==> config.mk <==
export PLATFORM = sky130hd
export DESIGN_NAME = gst_timer
export DESIGN_NICKNAME = d
export VERILOG_FILES = /design/src/hdl/gst_pkg.sv /design/src/hdl/gst_sync.sv /design/src/hdl/gst_timer.sv
export VERILOG_INCLUDE_DIRS = /design/src /design/src/hdl
export SDC_FILE = /design/constraint.sdc
export NUM_CORES = 1
export LEC_CHECK = 0
export ABC_AREA = 1
export BUFFER_PORTS_ARGS = -buffer_cell sky130_fd_sc_hd__buf_2
export CAP_MARGIN = 20
export CORE_UTILIZATION = 40
export DETAILED_ROUTE_END_ITERATION = 8
export PLACE_DENSITY = 0.65
export SLEW_MARGIN = 40
export SYNTH_ARGS = -nofsm -noshare
export SYNTH_HDL_FRONTEND = slang
export SYNTH_SLANG_ARGS = --single-unit
==> constraint.sdc <==
create_clock -name ref_clk -period 3.73 [get_ports ref_clk]
set_input_delay 0 -clock ref_clk [delete_from_list [all_inputs] [get_ports ref_clk]]
set_output_delay 0 -clock ref_clk [all_outputs]
set_load 0.01 [all_outputs]
==> src/hdl/gst_defines.svh <==
// constants of the gated sixteen-bit timer/counter
// How it works
// - 16-bit up-counter; writing either byte replaces it at once.
// - source bit 0 counts instruction clock, 1 counts external input.
// - external mode counts rising input edges, synchronised or not.
// - sync-bypass bit set makes external counting asynchronous.
// - counter mode needs a falling edge before first counted rise.
// - prescaler divides by 1, 2, 4 or 8.
// - prescaler hidden from software, cleared by any count-byte write.
// - oscillator-enable starts low-power oscillator, only in allowed modes.
// - oscillator enabled forces port lines 5,4 direction 1, data 0.
// - asynchronous external counting continues in sleep and can wake.
// - switching sync mode may drop or add one increment.
// - byte reads are always valid; carry between reads is software's.
// - gate from gate pin or comparator, applied when gate-enable set.
// - gate-invert flips gate polarity for either source.
// - rollover FFFFh to 0000h sets the overflow flag.
// - interrupt needs flag, on, enable, peripheral and global enables.
// - overflow in sleep wakes; with global enable it vectors too.
// - count is capture/compare time base: captured, compared for match.
// - special trigger clears count without setting overflow flag.
// - count write beats a coincident special trigger.
// - on and gated runs only with gate active; off stops.
// - prescale field 11=/8, 10=/4, 01=/2, 00=/1.
// - gate-invert 1 means active high, 0 means active low.
// - internal source ignores the sync-bypass bit.
`ifndef GST_DEFINES_SVH
`define GST_DEFINES_SVH
`define GST_OFF_CONTROL   8'h00
`define GST_OFF_COUNT_LO  8'h04
`define GST_OFF_COUNT_HI  8'h08
`define GST_OFF_FLAGS     8'h0C
`define GST_OFF_COMPARE   8'h10
`define GST_OFF_CAPTURE   8'h14
`define GST_OFF_PORT      8'h18
`define GST_CTL_ON        0
`define GST_CTL_SRC       1
`define GST_CTL_BYPASS    2
`define GST_CTL_OSC       3
`define GST_CTL_PS_LO     4
`define GST_CTL_PS_HI     5
`define GST_CTL_GATE_EN   6
`define GST_CTL_GATE_INV  7
`define GST_CTL_GATE_SRC  8
`define GST_CTL_OVF_IE    9
`define GST_CTL_PERI_IE   10
`define GST_CTL_GLOB_IE   11
`define GST_CTL_W         12
`define GST_CONTROL_RST   12'h000
`define GST_PORT_DIR_RST  2'h3
`define GST_PORT_FORCED   2'h3
`define GST_PORT_ZERO     2'h0
`define GST_COUNT_MAX     16'hFFFF
`define GST_COUNT_ZERO    16'h0000
`define GST_PS_ZERO       3'h0
`define GST_DIV1_LAST     3'h0
`define GST_DIV2_LAST     3'h1
`define GST_DIV4_LAST     3'h3
`define GST_DIV8_LAST     3'h7
`define GST_INSTR_LAST    2'h3
`define GST_RESP_OKAY     2'h0
`define GST_RESP_SLVERR   2'h2
`define GST_SYNC_W        4
`endif

==> src/hdl/gst_pkg.sv <==
// types of the gated sixteen-bit timer/counter
package gst_pkg;
   typedef logic [15:0] gst_count_t;
   typedef enum logic [1:0] {
      GST_PS_DIV1 = 2'h0,
      GST_PS_DIV2 = 2'h1,
      GST_PS_DIV4 = 2'h2,
      GST_PS_DIV8 = 2'h3
   } gst_ps_t;
   typedef enum logic [2:0] {
      GST_REG_NONE, GST_REG_CONTROL, GST_REG_COUNT_LO, GST_REG_COUNT_HI,
      GST_REG_FLAGS, GST_REG_COMPARE, GST_REG_CAPTURE, GST_REG_PORT
   } gst_reg_t;
endpackage

==> src/hdl/gst_sync.sv <==
// two-stage synchroniser for pin inputs
`timescale 1ns/1ps
`include "gst_defines.svh"
module gst_sync (
   input  wire logic                    ref_clk,
   input  wire logic                    rst_n,
   input  wire logic [`GST_SYNC_W-1:0] pinIn,
   output logic      [`GST_SYNC_W-1:0] syncOut
);
   logic [`GST_SYNC_W-1:0] stage1;
   always_ff @(posedge ref_clk or negedge rst_n) begin
      if (!rst_n) begin
         stage1  <= '0;
         syncOut <= '0;
      end else begin
         stage1  <= pinIn;
         syncOut <= stage1;
      end
   end
endmodule // gst_sync

==> src/hdl/gst_timer.sv <==
// gated sixteen-bit timer/counter with AXI4-Lite registers
`timescale 1ns/1ps
`include "gst_defines.svh"
module gst_timer (
   input  wire logic              ref_clk,
   input  wire logic              rst_n,
   input  wire logic [31:0]       awaddr,
   input  wire logic              awvalid,
   output logic                   awready,
   input  wire logic [31:0]       wdata,
   input  wire logic [3:0]        wstrb,
   input  wire logic              wvalid,
   output logic                   wready,
   output logic [1:0]             bresp,
   output logic                   bvalid,
   input  wire logic              bready,
   input  wire logic [31:0]       araddr,
   input  wire logic              arvalid,
   output logic                   arready,
   output logic [31:0]            rdata,
   output logic [1:0]             rresp,
   output logic                   rvalid,
   input  wire logic              rready,
   input  wire logic              extCountPin,
   input  wire logic              gatePin,
   input  wire logic              secondCompOut,
   input  wire logic              sleepMode,
   input  wire logic              oscModeOk,
   input  wire logic [1:0]        portDataPin,
   input  wire logic              captureEvent,
   input  wire logic              specialTrigger,
   output gst_pkg::gst_count_t    countValue,
   output logic                   compareMatch,
   output logic                   overflowIrq,
   output logic                   wakeRequest,
   output logic                   vectorRequest,
   output logic                   oscRun,
   output logic [1:0]             portDirEff,
   output logic [1:0]             portDataView
);
   import gst_pkg::*;

   // ----------------------------------------------------------------
   // functions
   // ----------------------------------------------------------------
   function automatic gst_reg_t decodeReg(input logic [31:0] addr);
      unique case (addr[7:0])
         `GST_OFF_CONTROL:  decodeReg = GST_REG_CONTROL;
         `GST_OFF_COUNT_LO: decodeReg = GST_REG_COUNT_LO;
         `GST_OFF_COUNT_HI: decodeReg = GST_REG_COUNT_HI;
         `GST_OFF_FLAGS:    decodeReg = GST_REG_FLAGS;
         `GST_OFF_COMPARE:  decodeReg = GST_REG_COMPARE;
         `GST_OFF_CAPTURE:  decodeReg = GST_REG_CAPTURE;
         `GST_OFF_PORT:     decodeReg = GST_REG_PORT;
         default:           decodeReg = GST_REG_NONE;
      endcase
      if (addr[31:8] != 24'h000000) begin
         decodeReg = GST_REG_NONE;
      end
   endfunction

   function automatic logic [31:0] mergeStrb(input logic [31:0] old,
                                             input logic [31:0] nw,
                                             input logic [3:0]  strb);
      for (int i = 0; i < 4; i++) begin
         old[i*8 +: 8] = strb[i] ? nw[i*8 +: 8] : old[i*8 +: 8];
      end
      mergeStrb = old;
   endfunction

   function automatic logic [2:0] divLast(input gst_ps_t sel);
      unique case (sel)
         GST_PS_DIV1: divLast = `GST_DIV1_LAST;
         GST_PS_DIV2: divLast = `GST_DIV2_LAST;
         GST_PS_DIV4: divLast = `GST_DIV4_LAST;
         GST_PS_DIV8: divLast = `GST_DIV8_LAST;
      endcase
   endfunction

   // ----------------------------------------------------------------
   // state
   // ----------------------------------------------------------------
   logic [`GST_CTL_W-1:0] control;
   logic [15:0]           compareVal;
   logic [15:0]           captureVal;
   logic [1:0]            portDirLatch;
   logic                  overflowFlag;
   logic [2:0]            prescCnt;
   logic [1:0]            instrPhase;
   logic                  extPrev;
   logic                  armed;
   logic                  awHeld;
   logic                  wHeld;
   logic [31:0]           awAddrQ;
   logic [31:0]           wDataQ;
   logic [3:0]            wStrbQ;
   logic [`GST_SYNC_W-1:0] pinSync;

   gst_sync u_sync (
      .ref_clk (ref_clk),
      .rst_n   (rst_n),
      .pinIn   ({portDataPin, gatePin, extCountPin}),
      .syncOut (pinSync)
   );

   // ----------------------------------------------------------------
   // control fields
   // ----------------------------------------------------------------
   wire     timerOn   = control[`GST_CTL_ON];
   wire     clockSrc  = control[`GST_CTL_SRC];
   wire     bypass    = control[`GST_CTL_BYPASS];
   wire     oscEn     = control[`GST_CTL_OSC];
   wire     gateEn    = control[`GST_CTL_GATE_EN];
   wire     gateInv   = control[`GST_CTL_GATE_INV];
   wire     gateSrc   = control[`GST_CTL_GATE_SRC];
   wire     ovfIe     = control[`GST_CTL_OVF_IE];
   wire     periIe    = control[`GST_CTL_PERI_IE];
   wire     globIe    = control[`GST_CTL_GLOB_IE];
   wire gst_ps_t psSel = gst_ps_t'(control[`GST_CTL_PS_HI:`GST_CTL_PS_LO]);
   wire     extSync   = pinSync[0];
   wire     gateSync  = pinSync[1];
   wire [1:0] portSync = pinSync[3:2];

   // ----------------------------------------------------------------
   // AXI4-Lite write path
   // ----------------------------------------------------------------
   wire        awTake  = awvalid & awready;
   wire        wTake   = wvalid & wready;
   wire        haveAw  = awHeld | awTake;
   wire        haveW   = wHeld | wTake;
   wire        doWrite = haveAw & haveW & ~bvalid;
   wire [31:0] addrW   = awTake ? awaddr : awAddrQ;
   wire [31:0] dataW   = wTake ? wdata : wDataQ;
   wire [3:0]  strbW   = wTake ? wstrb : wStrbQ;
   wire gst_reg_t wrSel = decodeReg(addrW);
   wire        nextAwHeld = haveAw & ~doWrite;
   wire        nextWHeld  = haveW & ~doWrite;
   wire        nextBvalid = doWrite | (bvalid & ~bready);
   wire        wrCtl  = doWrite & (wrSel == GST_REG_CONTROL);
   wire        wrLo   = doWrite & (wrSel == GST_REG_COUNT_LO) & strbW[0];
   wire        wrHi   = doWrite & (wrSel == GST_REG_COUNT_HI) & strbW[0];
   wire        wrFlag = doWrite & (wrSel == GST_REG_FLAGS) & strbW[0];
   wire        wrCmp  = doWrite & (wrSel == GST_REG_COMPARE);
   wire        wrPort = doWrite & (wrSel == GST_REG_PORT);
   wire        cntWr  = wrLo | wrHi;
   wire [31:0] ctlMerged  = mergeStrb({20'h00000, control}, dataW, strbW);
   wire [31:0] cmpMerged  = mergeStrb({16'h0000, compareVal}, dataW, strbW);

   always_ff @(posedge ref_clk or negedge rst_n) begin
      if (!rst_n) begin
         awHeld  <= 1'b0;
         wHeld   <= 1'b0;
         awAddrQ <= '0;
         wDataQ  <= '0;
         wStrbQ  <= '0;
         awready <= 1'b0;
         wready  <= 1'b0;
         bvalid  <= 1'b0;
         bresp   <= `GST_RESP_OKAY;
      end else begin
         awHeld  <= nextAwHeld;
         wHeld   <= nextWHeld;
         awAddrQ <= awTake ? awaddr : awAddrQ;
         wDataQ  <= wTake ? wdata : wDataQ;
         wStrbQ  <= wTake ? wstrb : wStrbQ;
         awready <= ~nextAwHeld & ~nextBvalid;
         wready  <= ~nextWHeld & ~nextBvalid;
         bvalid  <= nextBvalid;
         if (doWrite) begin
            bresp <= (wrSel == GST_REG_NONE) ? `GST_RESP_SLVERR
                                             : `GST_RESP_OKAY;
         end
      end
   end

   // ----------------------------------------------------------------
   // AXI4-Lite read path
   // ----------------------------------------------------------------
   wire        arTake     = arvalid & arready;
   wire        nextRvalid = arTake | (rvalid & ~rready);
   wire gst_reg_t rdSel   = decodeReg(araddr);
   logic [31:0] rdMux;
   // byte reads come from the live count, not coherent across two reads
   assign rdMux =
      (rdSel == GST_REG_CONTROL)  ? {20'h00000, control} :
      (rdSel == GST_REG_COUNT_LO) ? {24'h000000, countValue[7:0]} :
      (rdSel == GST_REG_COUNT_HI) ? {24'h000000, countValue[15:8]} :
      (rdSel == GST_REG_FLAGS)    ? {29'h00000000, armed, oscRun,
                                     overflowFlag} :
      (rdSel == GST_REG_COMPARE)  ? {16'h0000, compareVal} :
      (rdSel == GST_REG_CAPTURE)  ? {16'h0000, captureVal} :
      (rdSel == GST_REG_PORT)     ? {28'h0000000, portDataView,
                                     portDirEff} :
      32'h00000000;

   always_ff @(posedge ref_clk or negedge rst_n) begin
      if (!rst_n) begin
         arready <= 1'b0;
         rvalid  <= 1'b0;
         rdata   <= '0;
         rresp   <= `GST_RESP_OKAY;
      end else begin
         arready <= ~nextRvalid;
         rvalid  <= nextRvalid;
         if (arTake) begin
            rdata <= rdMux;
            rresp <= (rdSel == GST_REG_NONE) ? `GST_RESP_SLVERR
                                             : `GST_RESP_OKAY;
         end
      end
   end

   // ----------------------------------------------------------------
   // count clock, gate and prescaler
   // ----------------------------------------------------------------
   wire instrTick = (instrPhase == `GST_INSTR_LAST);
   wire extRise   = extSync & ~extPrev;
   wire extFall   = ~extSync & extPrev;
   // external rise counts only once a fall has been seen
   wire srcTick   = clockSrc ? (extRise & armed) : instrTick;
   wire gateRaw   = gateSrc ? secondCompOut : gateSync;
   wire gateLevel = gateInv ? gateRaw : ~gateRaw;
   wire runOk     = timerOn & (~gateEn | gateLevel);
   // sleep freezes all but asynchronous external counting
   wire asyncExt  = clockSrc & bypass;
   wire frozen    = sleepMode & ~asyncExt;
   wire preTick   = runOk & ~frozen & srcTick;
   wire incTick   = preTick & (prescCnt == divLast(psSel));
   wire ovfSet    = incTick & ~cntWr & ~specialTrigger &
                    (countValue == `GST_COUNT_MAX);
   wire ovfClr    = wrFlag & dataW[0];

   always_ff @(posedge ref_clk or negedge rst_n) begin
      if (!rst_n) begin
         instrPhase <= '0;
         extPrev    <= 1'b0;
         armed      <= 1'b0;
         prescCnt   <= `GST_PS_ZERO;
      end else begin
         instrPhase <= instrPhase + 2'h1;
         // mode switches reuse the edge history: one step gained/lost
         extPrev    <= extSync;
         if (!timerOn || cntWr) begin
            armed <= 1'b0;
         end else if (extFall) begin
            armed <= 1'b1;
         end
         if (cntWr) begin
            prescCnt <= `GST_PS_ZERO;
         end else if (incTick) begin
            prescCnt <= `GST_PS_ZERO;
         end else if (preTick) begin
            prescCnt <= prescCnt + 3'h1;
         end
      end
   end

   // ----------------------------------------------------------------
   // counter, flag and registers
   // ----------------------------------------------------------------
   always_ff @(posedge ref_clk or negedge rst_n) begin
      if (!rst_n) begin
         countValue   <= `GST_COUNT_ZERO;
         overflowFlag <= 1'b0;
         control      <= `GST_CONTROL_RST;
         compareVal   <= `GST_COUNT_ZERO;
         captureVal   <= `GST_COUNT_ZERO;
         portDirLatch <= `GST_PORT_DIR_RST;
      end else begin
         if (wrLo) begin
            countValue[7:0] <= dataW[7:0];
         end else if (wrHi) begin
            countValue[15:8] <= dataW[7:0];
         end else if (specialTrigger) begin
            countValue <= `GST_COUNT_ZERO;
         end else if (incTick) begin
            countValue <= countValue + 16'h0001;
         end
         // a rollover in the clearing cycle still lands
         if (ovfSet) begin
            overflowFlag <= 1'b1;
         end else if (ovfClr) begin
            overflowFlag <= 1'b0;
         end
         if (wrCtl) begin
            control <= ctlMerged[`GST_CTL_W-1:0];
         end
         if (wrCmp) begin
            compareVal <= cmpMerged[15:0];
         end
         if (captureEvent) begin
            captureVal <= countValue;
         end
         if (wrPort && strbW[0]) begin
            portDirLatch <= dataW[1:0];
         end
      end
   end

   // ----------------------------------------------------------------
   // outputs
   // ----------------------------------------------------------------
   wire irqBase = overflowFlag & ovfIe & periIe & timerOn;
   always_ff @(posedge ref_clk or negedge rst_n) begin
      if (!rst_n) begin
         compareMatch  <= 1'b0;
         overflowIrq   <= 1'b0;
         wakeRequest   <= 1'b0;
         vectorRequest <= 1'b0;
         oscRun        <= 1'b0;
         portDirEff    <= `GST_PORT_DIR_RST;
         portDataView  <= `GST_PORT_ZERO;
      end else begin
         compareMatch  <= (countValue == compareVal);
         overflowIrq   <= irqBase & globIe;
         wakeRequest   <= irqBase & sleepMode;
         vectorRequest <= irqBase & sleepMode & globIe;
         oscRun        <= oscEn & oscModeOk;
         portDirEff    <= oscEn ? `GST_PORT_FORCED : portDirLatch;
         portDataView  <= oscEn ? `GST_PORT_ZERO : portSync;
      end
   end
endmodule // gst_timer

* Yosys cells after proc, flatten, opt, wreduce, memory -nomap -nowiden
Index checks and enable logic that the tools add are counted.
Operators by class: add/sub/neg operators 3, multiply operators 0, div/mod/pow operators 0, order comparisons 0, eq/ne operators 33, shifts and indexed selects 0, mux-type cells 34, bitwise operators 63, reduce and logical (&&, ||, !) cells 21
Operators with widths (count):
- 2-to-1 mux 16 bit | 9
- == test 8 x 5 -> 1 bit (second input constant) | 6
- nonzero test 24 bit | 2
- case mux 3 bit (7 select lines) | 2
- bitwise AND 1 bit | 40
- == test 8 x 4 -> 1 bit (second input constant) | 4
- 2-to-1 mux 32 bit | 1
- 2-to-1 mux 8 bit | 3
- == test 3 bit (second input constant) | 7
- NOT 1 bit | 17
- adder 16 x 1 -> 16 bit (second input constant) | 1
- == test 16 bit | 1
- == test 16 bit (second input constant) | 1
- == test 8 x 3 -> 1 bit (second input constant) | 2
- logical NOT 8 bit | 2
- 2-to-1 mux 3 bit | 5
- == test 3 x 2 -> 1 bit (second input constant) | 4
- case mux 3 bit (4 select lines) | 1
- AND reduction 2 bit | 6
- 2-to-1 mux 2 bit | 5
- nonzero test 3 bit | 3
- 2-to-1 mux 1 bit | 7
- == test 2 bit (second input constant) | 3
- == test 3 x 1 -> 1 bit (second input constant) | 2
- other kinds (13) | 20
Word-level totals: flip-flop bits (word level) 180, latch bits 0, RAM bits 0, bits in read-only memories 0, output and inout bits 66, memories 0

* Longest topological paths before layout
Gate-level depths: netlist of the first run.
depth after elaboration 14, mapped depth 17

* Cells and area by module
From an unflattened synthesis of the first run, not the netlist that was laid out.
Unflattened totals: cells, all modules 1110, area, all modules 8486.9 µm²
By module, submodules not included:
- gst_timer | times used 1, cells an instance 1102, area each 8286.7 µm², sequential area each 3858.7 µm²
- gst_sync | times used 1, cells an instance 8, area each 200.2 µm², sequential area each 200.2 µm²

* Worst setup path after synthesis of the first run
Ideal clock, no wire load.
kind reg2reg, from register awready, to register compareVal[5], setup time 0.119 ns, arrival 2.106 ns, data required time 3.611 ns, setup slack 1.504 ns, cell stages (with the launch flop) 16, path buffers 3, clock period less this slack 2.226 ns, cell sequence dfrtp_1 > buf_4 > buf_6 > nand3_1 > nand2_1 > nor2_1 > nand2_1 > nor2_1 > nand3_2 > nor2_4 > inv_2 > nor3_4 > nand2_2 > buf_6 > nand2_1 > o21ai_2
RTL lines:
- start: declaration | RTL line gst_timer.sv:9 | output logic awready,
- start signal: assignment | RTL line gst_timer.sv:166 | awready <= ~nextAwHeld & ~nextBvalid;
- bitwise AND 1 bit | RTL line gst_timer.sv:127 | wire awTake = awvalid & awready;
- 2-to-1 mux 32 bit
- named net addrW[27] | RTL line gst_timer.sv:132 | wire [31:0] addrW = awTake ? awaddr : awAddrQ;
- nonzero test 24 bit | RTL line gst_timer.sv:57 | if (addr[31:8] != 24'h000000) begin
- 2-to-1 mux 3 bit | RTL line gst_timer.sv:57
- == test 3 bit | RTL line gst_timer.sv:143 | wire wrCmp = doWrite & (wrSel == GST_REG_COMPARE);
- bitwise AND 1 bit | RTL line gst_timer.sv:143
- AND reduction 2 bit (no line)
- end signal: assignment | RTL line gst_timer.sv:266 | compareVal <= `GST_COUNT_ZERO;
- end signal: assignment | RTL line gst_timer.sv:289 | compareVal <= cmpMerged[15:0];
- end: declaration | RTL line gst_timer.sv:84 | logic [15:0] compareVal;
The timed path passes the listed nets, and every way through them passes these cells. A chain may end at the register's enable or synchronous reset.

* Worst setup path after layout of the first run
from register awready, to register compareVal[13]
On the way: cells in the longest elaborated chain, start to end 8
Ends and longest elaborated chain:
- bitwise AND 1 bit * | RTL line gst_timer.sv:127
- 2-to-1 mux 32 bit *
- named net addrW[5] | RTL line gst_timer.sv:132
- == test 8 x 5 -> 1 bit, or another cell as far along | RTL line gst_timer.sv:47 | unique case (addr[7:0])
- case mux 3 bit (7 select lines) * | RTL line gst_timer.sv:47
- 2-to-1 mux 3 bit * | RTL line gst_timer.sv:57
- == test 3 bit * | RTL line gst_timer.sv:143
- bitwise AND 1 bit * | RTL line gst_timer.sv:143
- AND reduction 2 bit (no line) *
The timed path passes the listed nets; every way through them passes the cells marked *.

==> qor.yml, run 1 <==
run_status: "complete, no violations"
min_period_ns: 3.161
synth-warning-count: 0
timing_worst_setup_path_type: "reg2reg"
finalSetupViolations: 0
timing.final.hold_violations: 0
vias: 7973
portBuffers: 145
placement_rows: 53
final_net_count: 1475
synth_flop_cell: "dfrtp_1"
synthesis.area_per_instance_sq_um: 7.493
pin_count: 182
drv.max_cap_violation_count: 0
fraction_of_final_layout_cells_sized_beyond_drive_strength_1_pct: 17.90
rsz0062_at_grt: "no"
postCtsSetupRepairBufs: 0
critPathSlowestCell: "dfrtp_1"
final.setup.tns_ns: 0
synth-seq-cells: 162
first_global_vias: 7388
min_path_type: "in2reg"
hold_buffer_count_at_cts: 50
pre_cts_ws_ns: 0.6205
worstRegToRegCells: 13
cp.required_ns: 4.04
drt.antenna.violating_nets: 0
final.setup.worst_slack_ns: 0.5690
gpl.final_weighted_congestion: 0.9100
final_max_slew_viol_count: 0
period_share_pct: 84.75
routedWlPerCell_microns: 14.50
dp_hpwl_mm: 17.06
power_density_mw_per_mm2: 503.9
drt-pass1-iter-count: 7
p_leak_uw: 0.005584
die_wd_microns: 150.2
post_cts_resize_count: 0
fillCellCount: 2086
num_cts_buffers: 17
post_dp_cell_area_sq_mm: 0.009641
height_of_the_chip_microns: 150.2
max_freq_mhz: 316.4
clkSinkCount: 162
synth_area_sq_mm: 0.008790
cts_tree: "built"
worst_clock_skew_ns: 0.01532
grt.overflow.total: 0
avgViaCountPerCell: 4.850
grt_antenna_before_repair: 0
drt_first_iter_violations: 514
worst_slew_pin_slew_ns: 0.6130
clock_tree.root_cell: "clkbuf_16"
initial_utilization_pct: 41.29
placeableCoreArea_sq_mm: 0.02129
hold_ws_ns: 0.01246
totalWireLength_mm: 23.83
mostFrequentLayoutCell: "nand2_1"
fin_area_sq_mm: 0.01077
slowest_delay_ns: 0.59
design.die.area_sq_mm: 0.02257
cts_max_level: 4
yosys_cell_types: 49
cts.reportedPaths.clkPinSlew_ns: 0.07
crit_fanout: 36
async_flop_share_pct: 100.0
timing.slew.headroom_pct: 58.82
timing.critical_path.from_type: "flip-flop"
largest_net_degree_at_the_start_of_global_routing: 99
final_cell_mix: "nand2_1 (373), dfrtp_1 (158), inv_1 (144), buf_2 (144), nor2_1 (106)"
setup_slack_reg_to_reg_ns: 0.57
drc: 0
critical_path.endpoint_type: "flip-flop"
part_of_the_yosys_area_used_for_sequential_elements_pct: 46.18
area_growth_syn_to_layout_pct: 22.49
first_pass_grt_wire_length_mm: 38.13
hold-path-cell-count: 4
crit_chain: "nand2_4 > o21ai_1 > inv_2 > nor2_2 > inv_2 > nor3_4 > inv_1 > nor2_4 > nand2_2 > nor3_4 > nand2_2 > nand2_1 > o21ai_2"
gr-usage-all-layers_pct: 22.12
synth_cells: 1173
ir_drop_mv: 0.3223
synth_enable_flop_cells: 0
cp_data_arrival_time_ns: 3.47
n_antenna_cell: 0
clockBufferDepth: 2
clock_latency_ns: 0.44
## stage by stage
stage	util, %	std cells	total power [uW]
6_report	50.58	1644	5425
5_1_grt	50.58	1644	5770
4_1_cts	50.45	1643	5459
3_5_place_dp	45.29	1561	3612
3_3_place_gp	45.27	1561	3578
2_1_floorplan	-	1190	3258
## area by class of cell
type                            count  area, sq um  share of cell area, %
Sequential cell                   162         4059                  37.70
Tap cell                          275        344.1                  3.196
Inverter                          152        570.5                  5.299
Multi-Input combinational cell    820         3866                  35.91
Clock inverter                     13        145.1                  1.348
Timing Repair Buffer              203         1329                  12.34
Clock buffer                       19        452.9                  4.207
## logic make-up after synthesis
group	Yosys count	share of synthesized area (%)
XOR/XNOR	13	1.295
flip-flops	162	46.18
AND/OR/NAND/NOR	660	32.78
adder cells (fa/ha/maj)	3	0.4271
AO/OA/AOI/OAI	126	8.712
other	1	0.04266
buffers and inverters	208	10.56
## per-layer routing
layer	vias to the layer above	global-route usage, %	wire, microns
met5	-	0	0
met1	3648	30.08	11110
met2	246	35.28	10790
met4	0	7.576	569
li1	4041	-	-
met3	38	4.182	1355
## critical path: cells and delay by family, from the launching register on
kind	cells	cell delay (ns)
flip-flops	1	0.59
AND/OR/NAND/NOR	8	1.77
buffers and inverters	3	0.28
AO/OA/AOI/OAI	2	0.38
## final timing paths
kind / start / end
min: wdata[5] / compareVal[5]
max reg2reg: awready / compareVal[13]
max: awready / compareVal[13]
min in group asynchronous: rst_n / awAddrQ[8]
min reg2reg: u_sync.stage1[1] / u_sync.syncOut[1]
max in group asynchronous: rst_n / portDirLatch[0]
## sequential cells by signal, indices dropped and copies added, names as in the netlist, 2 cells and up
| name | count |
|---|---|
| awAddrQ | 32 |
| captureVal | 16 |
| compareVal | 16 |
| countValue | 16 |
| rdata | 16 |
| wDataQ | 16 |
| control | 12 |
| u_sync.stage1 | 4 |
| u_sync.syncOut | 4 |
| prescCnt | 3 |
| instrPhase | 2 |
| portDataView | 2 |
| portDirEff | 2 |
| portDirLatch | 2 |
| wStrbQ | 2 |
## power breakdown
part	internal (uW)	total (uW)	leakage (uW)	switching, uW
combinational	473	1420	0.00321	945
sequential	2070	2210	0.00208	136
clock	1030	1800	0.000292	768
total	3580	5430	0.00558	1850
## cells in the mapped netlist (2+ instances only)
library cell,count,area [sq um]
buf_2,4,20.02
o21ai_1,17,85.08
o2111ai_1,2,17.52
a211oi_1,2,15.01
buf_1,2,7.510
buf_4,24,180.2
and2_1,16,100.1
nand2_2,8,50.05
nand4_1,27,168.9
o21ai_2,17,148.9
nor3_2,2,20.02
nand2_1,373,1400
a21o_1,3,22.52
a21oi_1,25,125.1
nor3_1,18,90.09
ha_1,3,37.54
nor2_2,4,25.02
nand3_1,87,435.4
nor2_1,106,397.9
inv_2,7,26.28
o211ai_1,6,45.04
or2_2,5,31.28
inv_1,144,540.5
xnor2_1,11,96.34
nor2_4,4,45.04
o21ai_0,43,215.2
nor3_4,2,32.53
a41oi_1,3,26.28
nor3b_1,2,15.01
nand3_2,2,20.02
dfrtp_1,158,3954
dfstp_2,4,105.1
xor2_1,2,17.52
buf_6,7,78.83
clkbuf_1,19,71.32
Note: power is estimated with default switching activity, not from simulation.
==> run 2, diff against run 1 <==
==> constraint.sdc (replaced) <==
create_clock -name ref_clk -period 2.91 [get_ports ref_clk]
set_input_delay 0 -clock ref_clk [delete_from_list [all_inputs] [get_ports ref_clk]]
set_output_delay 0 -clock ref_clk [all_outputs]
set_load 0.01 [all_outputs]
==> qor.yml, run 2 (synthesized netlist as in run 1, its figures left out) <==
final.setup.worst_slack_ns: 0.2452
drt.antenna.violating_nets: 0
max_freq_mhz: 375.3
timing.critical_path.from_type: "flip-flop"
cts_max_level: 4
largest_net_degree_at_the_start_of_global_routing: 71
worst_clock_skew_ns: 0.009364
vias: 8042
setup_slack_reg_to_reg_ns: 0.25
timing.final.hold_violations: 0
rsz0062_at_grt: "no"
clock_latency_ns: 0.43
drt-pass1-iter-count: 5
clockBufferDepth: 2
fillCellCount: 2062
design.die.area_sq_mm: 0.02257
first_pass_grt_wire_length_mm: 38.32
worst_slew_pin_slew_ns: 0.8043
crit_fanout: 18
reg2reg_launch_point: "awready"
final_net_count: 1490
timing.slew.headroom_pct: 45.81
mostFrequentLayoutCell: "nand2_1"
min_period_ns: 2.665
power_density_mw_per_mm2: 649.1
drv.max_cap_violation_count: 0
gpl.final_weighted_congestion: 0.9130
clock_tree.root_cell: "clkbuf_16"
grt_antenna_before_repair: 0
grt.overflow.total: 0
postCtsSetupRepairBufs: 0
portBuffers: 145
routedWlPerCell_microns: 14.38
power.total_uw: 7085
final.setup.tns_ns: 0
critPathSlowestCell: "dfrtp_1"
final_max_slew_viol_count: 0
drc: 0
gr-usage-all-layers_pct: 22.19
die_wd_microns: 150.2
clkSinkCount: 162
drt_first_iter_violations: 591
cts.reportedPaths.clkPinSlew_ns: 0.07
pin_count: 182
period_share_pct: 91.58
critPathCapture: "compareVal[12]"
critical_path.endpoint_type: "flip-flop"
worstRegToRegCells: 14
area_growth_syn_to_layout_pct: 24.17
cp_num_buf_inv: 2
final_cell_mix: "nand2_1 (373), dfrtp_1 (158), inv_1 (144), buf_2 (144), nor2_1 (106)"
cp.required_ns: 3.22
p_leak_uw: 0.005660
slowest_delay_ns: 0.42
timing_worst_setup_path_type: "reg2reg"
reg2reg_to: "compareVal[12]"
ir_drop_mv: 0.4406
dp_hpwl_mm: 17.28
placement_rows: 53
pre_cts_ws_ns: 0.2590
crit_chain: "nand2_4 > buf_4 > nand2_1 > nand2_1 > nor2_1 > nand2_1 > nor2_2 > nand3_2 > nor2_4 > inv_2 > nor3_4 > nand2_2 > nand2_1 > o21ai_2"
worstSetupStartpoint: "awready"
cp_data_arrival_time_ns: 2.98
cts_tree: "built"
totalWireLength_mm: 23.86
largest_reg_flops: 32
n_antenna_cell: 0
finalSetupViolations: 0
initial_utilization_pct: 41.29
min_path_type: "in2reg"
num_cts_buffers: 17
worst_path_most_repeated_cell: "nand2_1"
avgViaCountPerCell: 4.847
final_core_utilization_pct: 51.27
run_status: "complete, no violations"
critPathTopFamily: "simple AND/OR/NAND/NOR gates"
worstSetupPathDepth: 14
hold-path-cell-count: 4
first_global_vias: 7438
max_flop_register: "awAddrQ"
fraction_of_final_layout_cells_sized_beyond_drive_strength_1_pct: 18.06
placeableCoreArea_sq_mm: 0.02129
height_of_the_chip_microns: 150.2
run 2: cell count changes in the layout (fill, tap and decap cells not counted), moves of 2 or more:
cell / previous run / this run
clkinv_4: 1 / 3
clkinv_2: 3 / 0
buf_4: 6 / 12
inv_6: 4 / 2
clkbuf_8: 2 / 5
dlygate4sd3_1: 50 / 59
run 2: per-layer routing:
metal	routed length, microns	GRT usage [%]	up-vias
met5	0	0	-
met4	592	8.232	0
met3	1436	3.788	42
met2	10930	35.32	246
met1	10900	30.27	3681
li1	-	-	4073
run 2: worst reg2reg max path, cell delays in order (launching register included):
cell,delay (ns)
dfrtp_1,0.42
nand2_4,0.17
buf_4,0.23
nand2_1,0.07
nand2_1,0.07
nor2_1,0.10
nand2_1,0.07
nor2_2,0.19
nand3_2,0.18
nor2_4,0.23
inv_2,0.07
nor3_4,0.22
nand2_2,0.28
nand2_1,0.18
o21ai_2,0.06
run 2: worst min path at each step:
stage,startpoint,end,slack (ns)
after global placement,rst_n,awAddrQ[8],0.02
after detailed placement,rst_n,awAddrQ[9],0.02
after floorplan,rst_n,armed,-0.30
final,wdata[7],compareVal[7],0.02
after global routing,wdata[4],compareVal[4],0.04
after CTS,wdata[7],compareVal[7],0.02
run 2: what timing repair did:
item                                    CTS  global route
endpoints found under the setup margin    0            14
hold endpoints to repair                118             0
gates resized for setup                   0             1
hold buffers                             59             0
run 2: power by group:
part	internal, uW	switching, uW
sequential	2660	159
clock	1390	923
combinational	711	1250
run 2: through the flow:
stage	hold WS (ns)	std cells	cell area, sq um
after floorplan	-0.2956	1190	8853
after global placement	0.02158	1568	9702
after detailed placement	0.02016	1568	9702
after CTS	0.01913	1659	10910
after global routing	0.04169	1659	10910
final	0.02320	1659	10910
run 2: final cells by class:
type                            count  area [sq um]  area share (%)
Clock buffer                       23         498.0           4.563
Timing Repair Buffer              218          1453           13.31
Tap cell                          275         344.1           3.153
Clock inverter                      9         118.9           1.089
Sequential cell                   162          4059           37.19
Inverter                          152         570.5           5.228
Multi-Input combinational cell    820          3871           35.47
==> run 3, diff against run 2 <==
==> constraint.sdc (replaced) <==
create_clock -name ref_clk -period 3 [get_ports ref_clk]
set_input_delay 0 -clock ref_clk [delete_from_list [all_inputs] [get_ports ref_clk]]
set_output_delay 0 -clock ref_clk [all_outputs]
set_load 0.01 [all_outputs]
==> qor.yml, run 3 (synthesized netlist as in run 1, its figures left out) <==
run_status: "complete, no violations"
height_of_the_chip_microns: 150.2
timing.critical_path.from_type: "flip-flop"
cp_data_arrival_time_ns: 3.01
largest_net_degree_at_the_start_of_global_routing: 80
cts.reportedPaths.clkPinSlew_ns: 0.07
period_share_pct: 89.80
clock_tree.root_cell: "clkbuf_16"
min_path_type: "in2async"
first_global_vias: 7582
final_cell_mix: "nand2_1 (373), dfrtp_1 (158), inv_1 (144), buf_2 (144), nor2_1 (106)"
timing_worst_setup_path_type: "reg2reg"
first_pass_grt_wire_length_mm: 38.72
power_density_mw_per_mm2: 634.4
drt.antenna.violating_nets: 0
largest_reg_flops: 32
crit_fanout: 29
worst_clock_skew_ns: 0.01401
crit_chain: "nand2_4 > buf_4 > nand2_1 > nand2_1 > nor2_1 > nand2_1 > nor2_1 > nand3_2 > nor2_4 > inv_2 > nor3_4 > nand2_2 > nand2_1 > o21ai_2"
clockBufferDepth: 2
p_leak_uw: 0.005642
layoutNonFillerInstCount: 1657
postCtsSetupRepairBufs: 0
drv.max_cap_violation_count: 0
critical_path.endpoint_type: "flip-flop"
finalSetupViolations: 0
totalWireLength_mm: 24.15
vias: 8062
avgViaCountPerCell: 4.865
final.setup.tns_ns: 0
cts_tree: "built"
initial_utilization_pct: 41.29
cts_max_level: 4
ir_drop_mv: 0.4953
fraction_of_final_layout_cells_sized_beyond_drive_strength_1_pct: 18.31
clkSinkCount: 162
portBuffers: 145
cp.required_ns: 3.32
gpl.final_weighted_congestion: 0.9091
rsz0062_at_grt: "no"
placement_rows: 53
dp_hpwl_mm: 17.42
drc: 0
n_antenna_cell: 0
final_net_count: 1488
placeableCoreArea_sq_mm: 0.02129
design.die.area_sq_mm: 0.02257
die_wd_microns: 150.2
final_max_slew_viol_count: 0
area_growth_syn_to_layout_pct: 23.87
mostFrequentLayoutCell: "nand2_1"
drt_first_iter_violations: 594
slowest_delay_ns: 0.42
min_period_ns: 2.694
final_core_utilization_pct: 51.15
drt-pass1-iter-count: 8
worst_path_most_repeated_cell: "nand2_1"
critPathSlowestCell: "dfrtp_1"
max_flop_register: "awAddrQ"
worstRegToRegCells: 14
num_cts_buffers: 17
pin_count: 182
timing.final.hold_violations: 0
final.setup.worst_slack_ns: 0.3061
pre_cts_ws_ns: 0.2498
max_freq_mhz: 371.2
grt_antenna_before_repair: 0
clock_latency_ns: 0.44
worst_slew_pin_slew_ns: 0.6482
numPlacedInstances: 1569
grt.overflow.total: 0
gr-usage-all-layers_pct: 22.55
routedWlPerCell_microns: 14.57
timing.slew.headroom_pct: 56.45
## run 3: worst max-delay path, delay by kind of cell, from the launching register on
| kind | cells | cell delay, ns |
|---|---|---|
| buffers and inverters | 2 | 0.31 |
| and+or+nand+nor | 11 | 1.77 |
| AOI/OAI and AO/OA | 1 | 0.06 |
| DFF | 1 | 0.42 |
## run 3: power breakdown
group          leakage, uW  switching, uW  internal (uW)  total (uW)
Clock             0.000291            965           1340        2310
Combinational      0.00327           1210            661        1870
Sequential         0.00208            151           2580        2730
Total              0.00564           2330           4580        6910
## run 3: per-stage QoR
stage / power (uW) / hold slack, ns / cell area (sq um)
final: 6908 / 0.02218 / 10890
after CTS: 6938 / 0.02087 / 10860
after detailed placement: 4543 / 0.1004 / 9697
after global placement: 4490 / 0.1026 / 9697
after global routing: 7344 / 0.04332 / 10890
after floorplan: 4051 / -0.2956 / 8853
## run 3: final timing paths
kind	slack, ns	startpoint	end
worst max-delay path	0.31	awready	compareVal[8]
worst min register to register	0.35	u_sync.stage1[1]	u_sync.syncOut[1]
min in group ref_clk	0.03	wdata[4]	compareVal[4]
worst min-delay path	0.02	rst_n	awAddrQ[8]
max in group asynchronous	2.00	rst_n	portDirEff[1]
worst max register to register	0.31	awready	compareVal[8]
## run 3: timing repair
item                                   4_1_cts  5_1_grt
gates resized for setup                      0        1
setup endpoints to repair                    0       14
endpoints found under the hold margin      135        0
hold buffers                                55        0
## run 3: layer usage
layer	up-vias	GRT usage [%]	share of wire (%)
li1	4061	-	-
met1	3691	30.81	47
met2	268	35.42	45
met3	42	3.879	5.7
met4	0	9.141	2.6
met5	-	0	0
## run 3: final cells by class
| cell class | instances | area [sq um] |
|---|---|---|
| Clock buffer | 18 | 439.2 |
| Clock inverter | 14 | 176.4 |
| Fill cell | 2052 | 10400 |
| Inverter | 152 | 570.5 |
| Multi-Input combinational cell | 820 | 3871 |
| Sequential cell | 162 | 4059 |
| Tap cell | 275 | 344.1 |
| Timing Repair Buffer | 216 | 1428 |
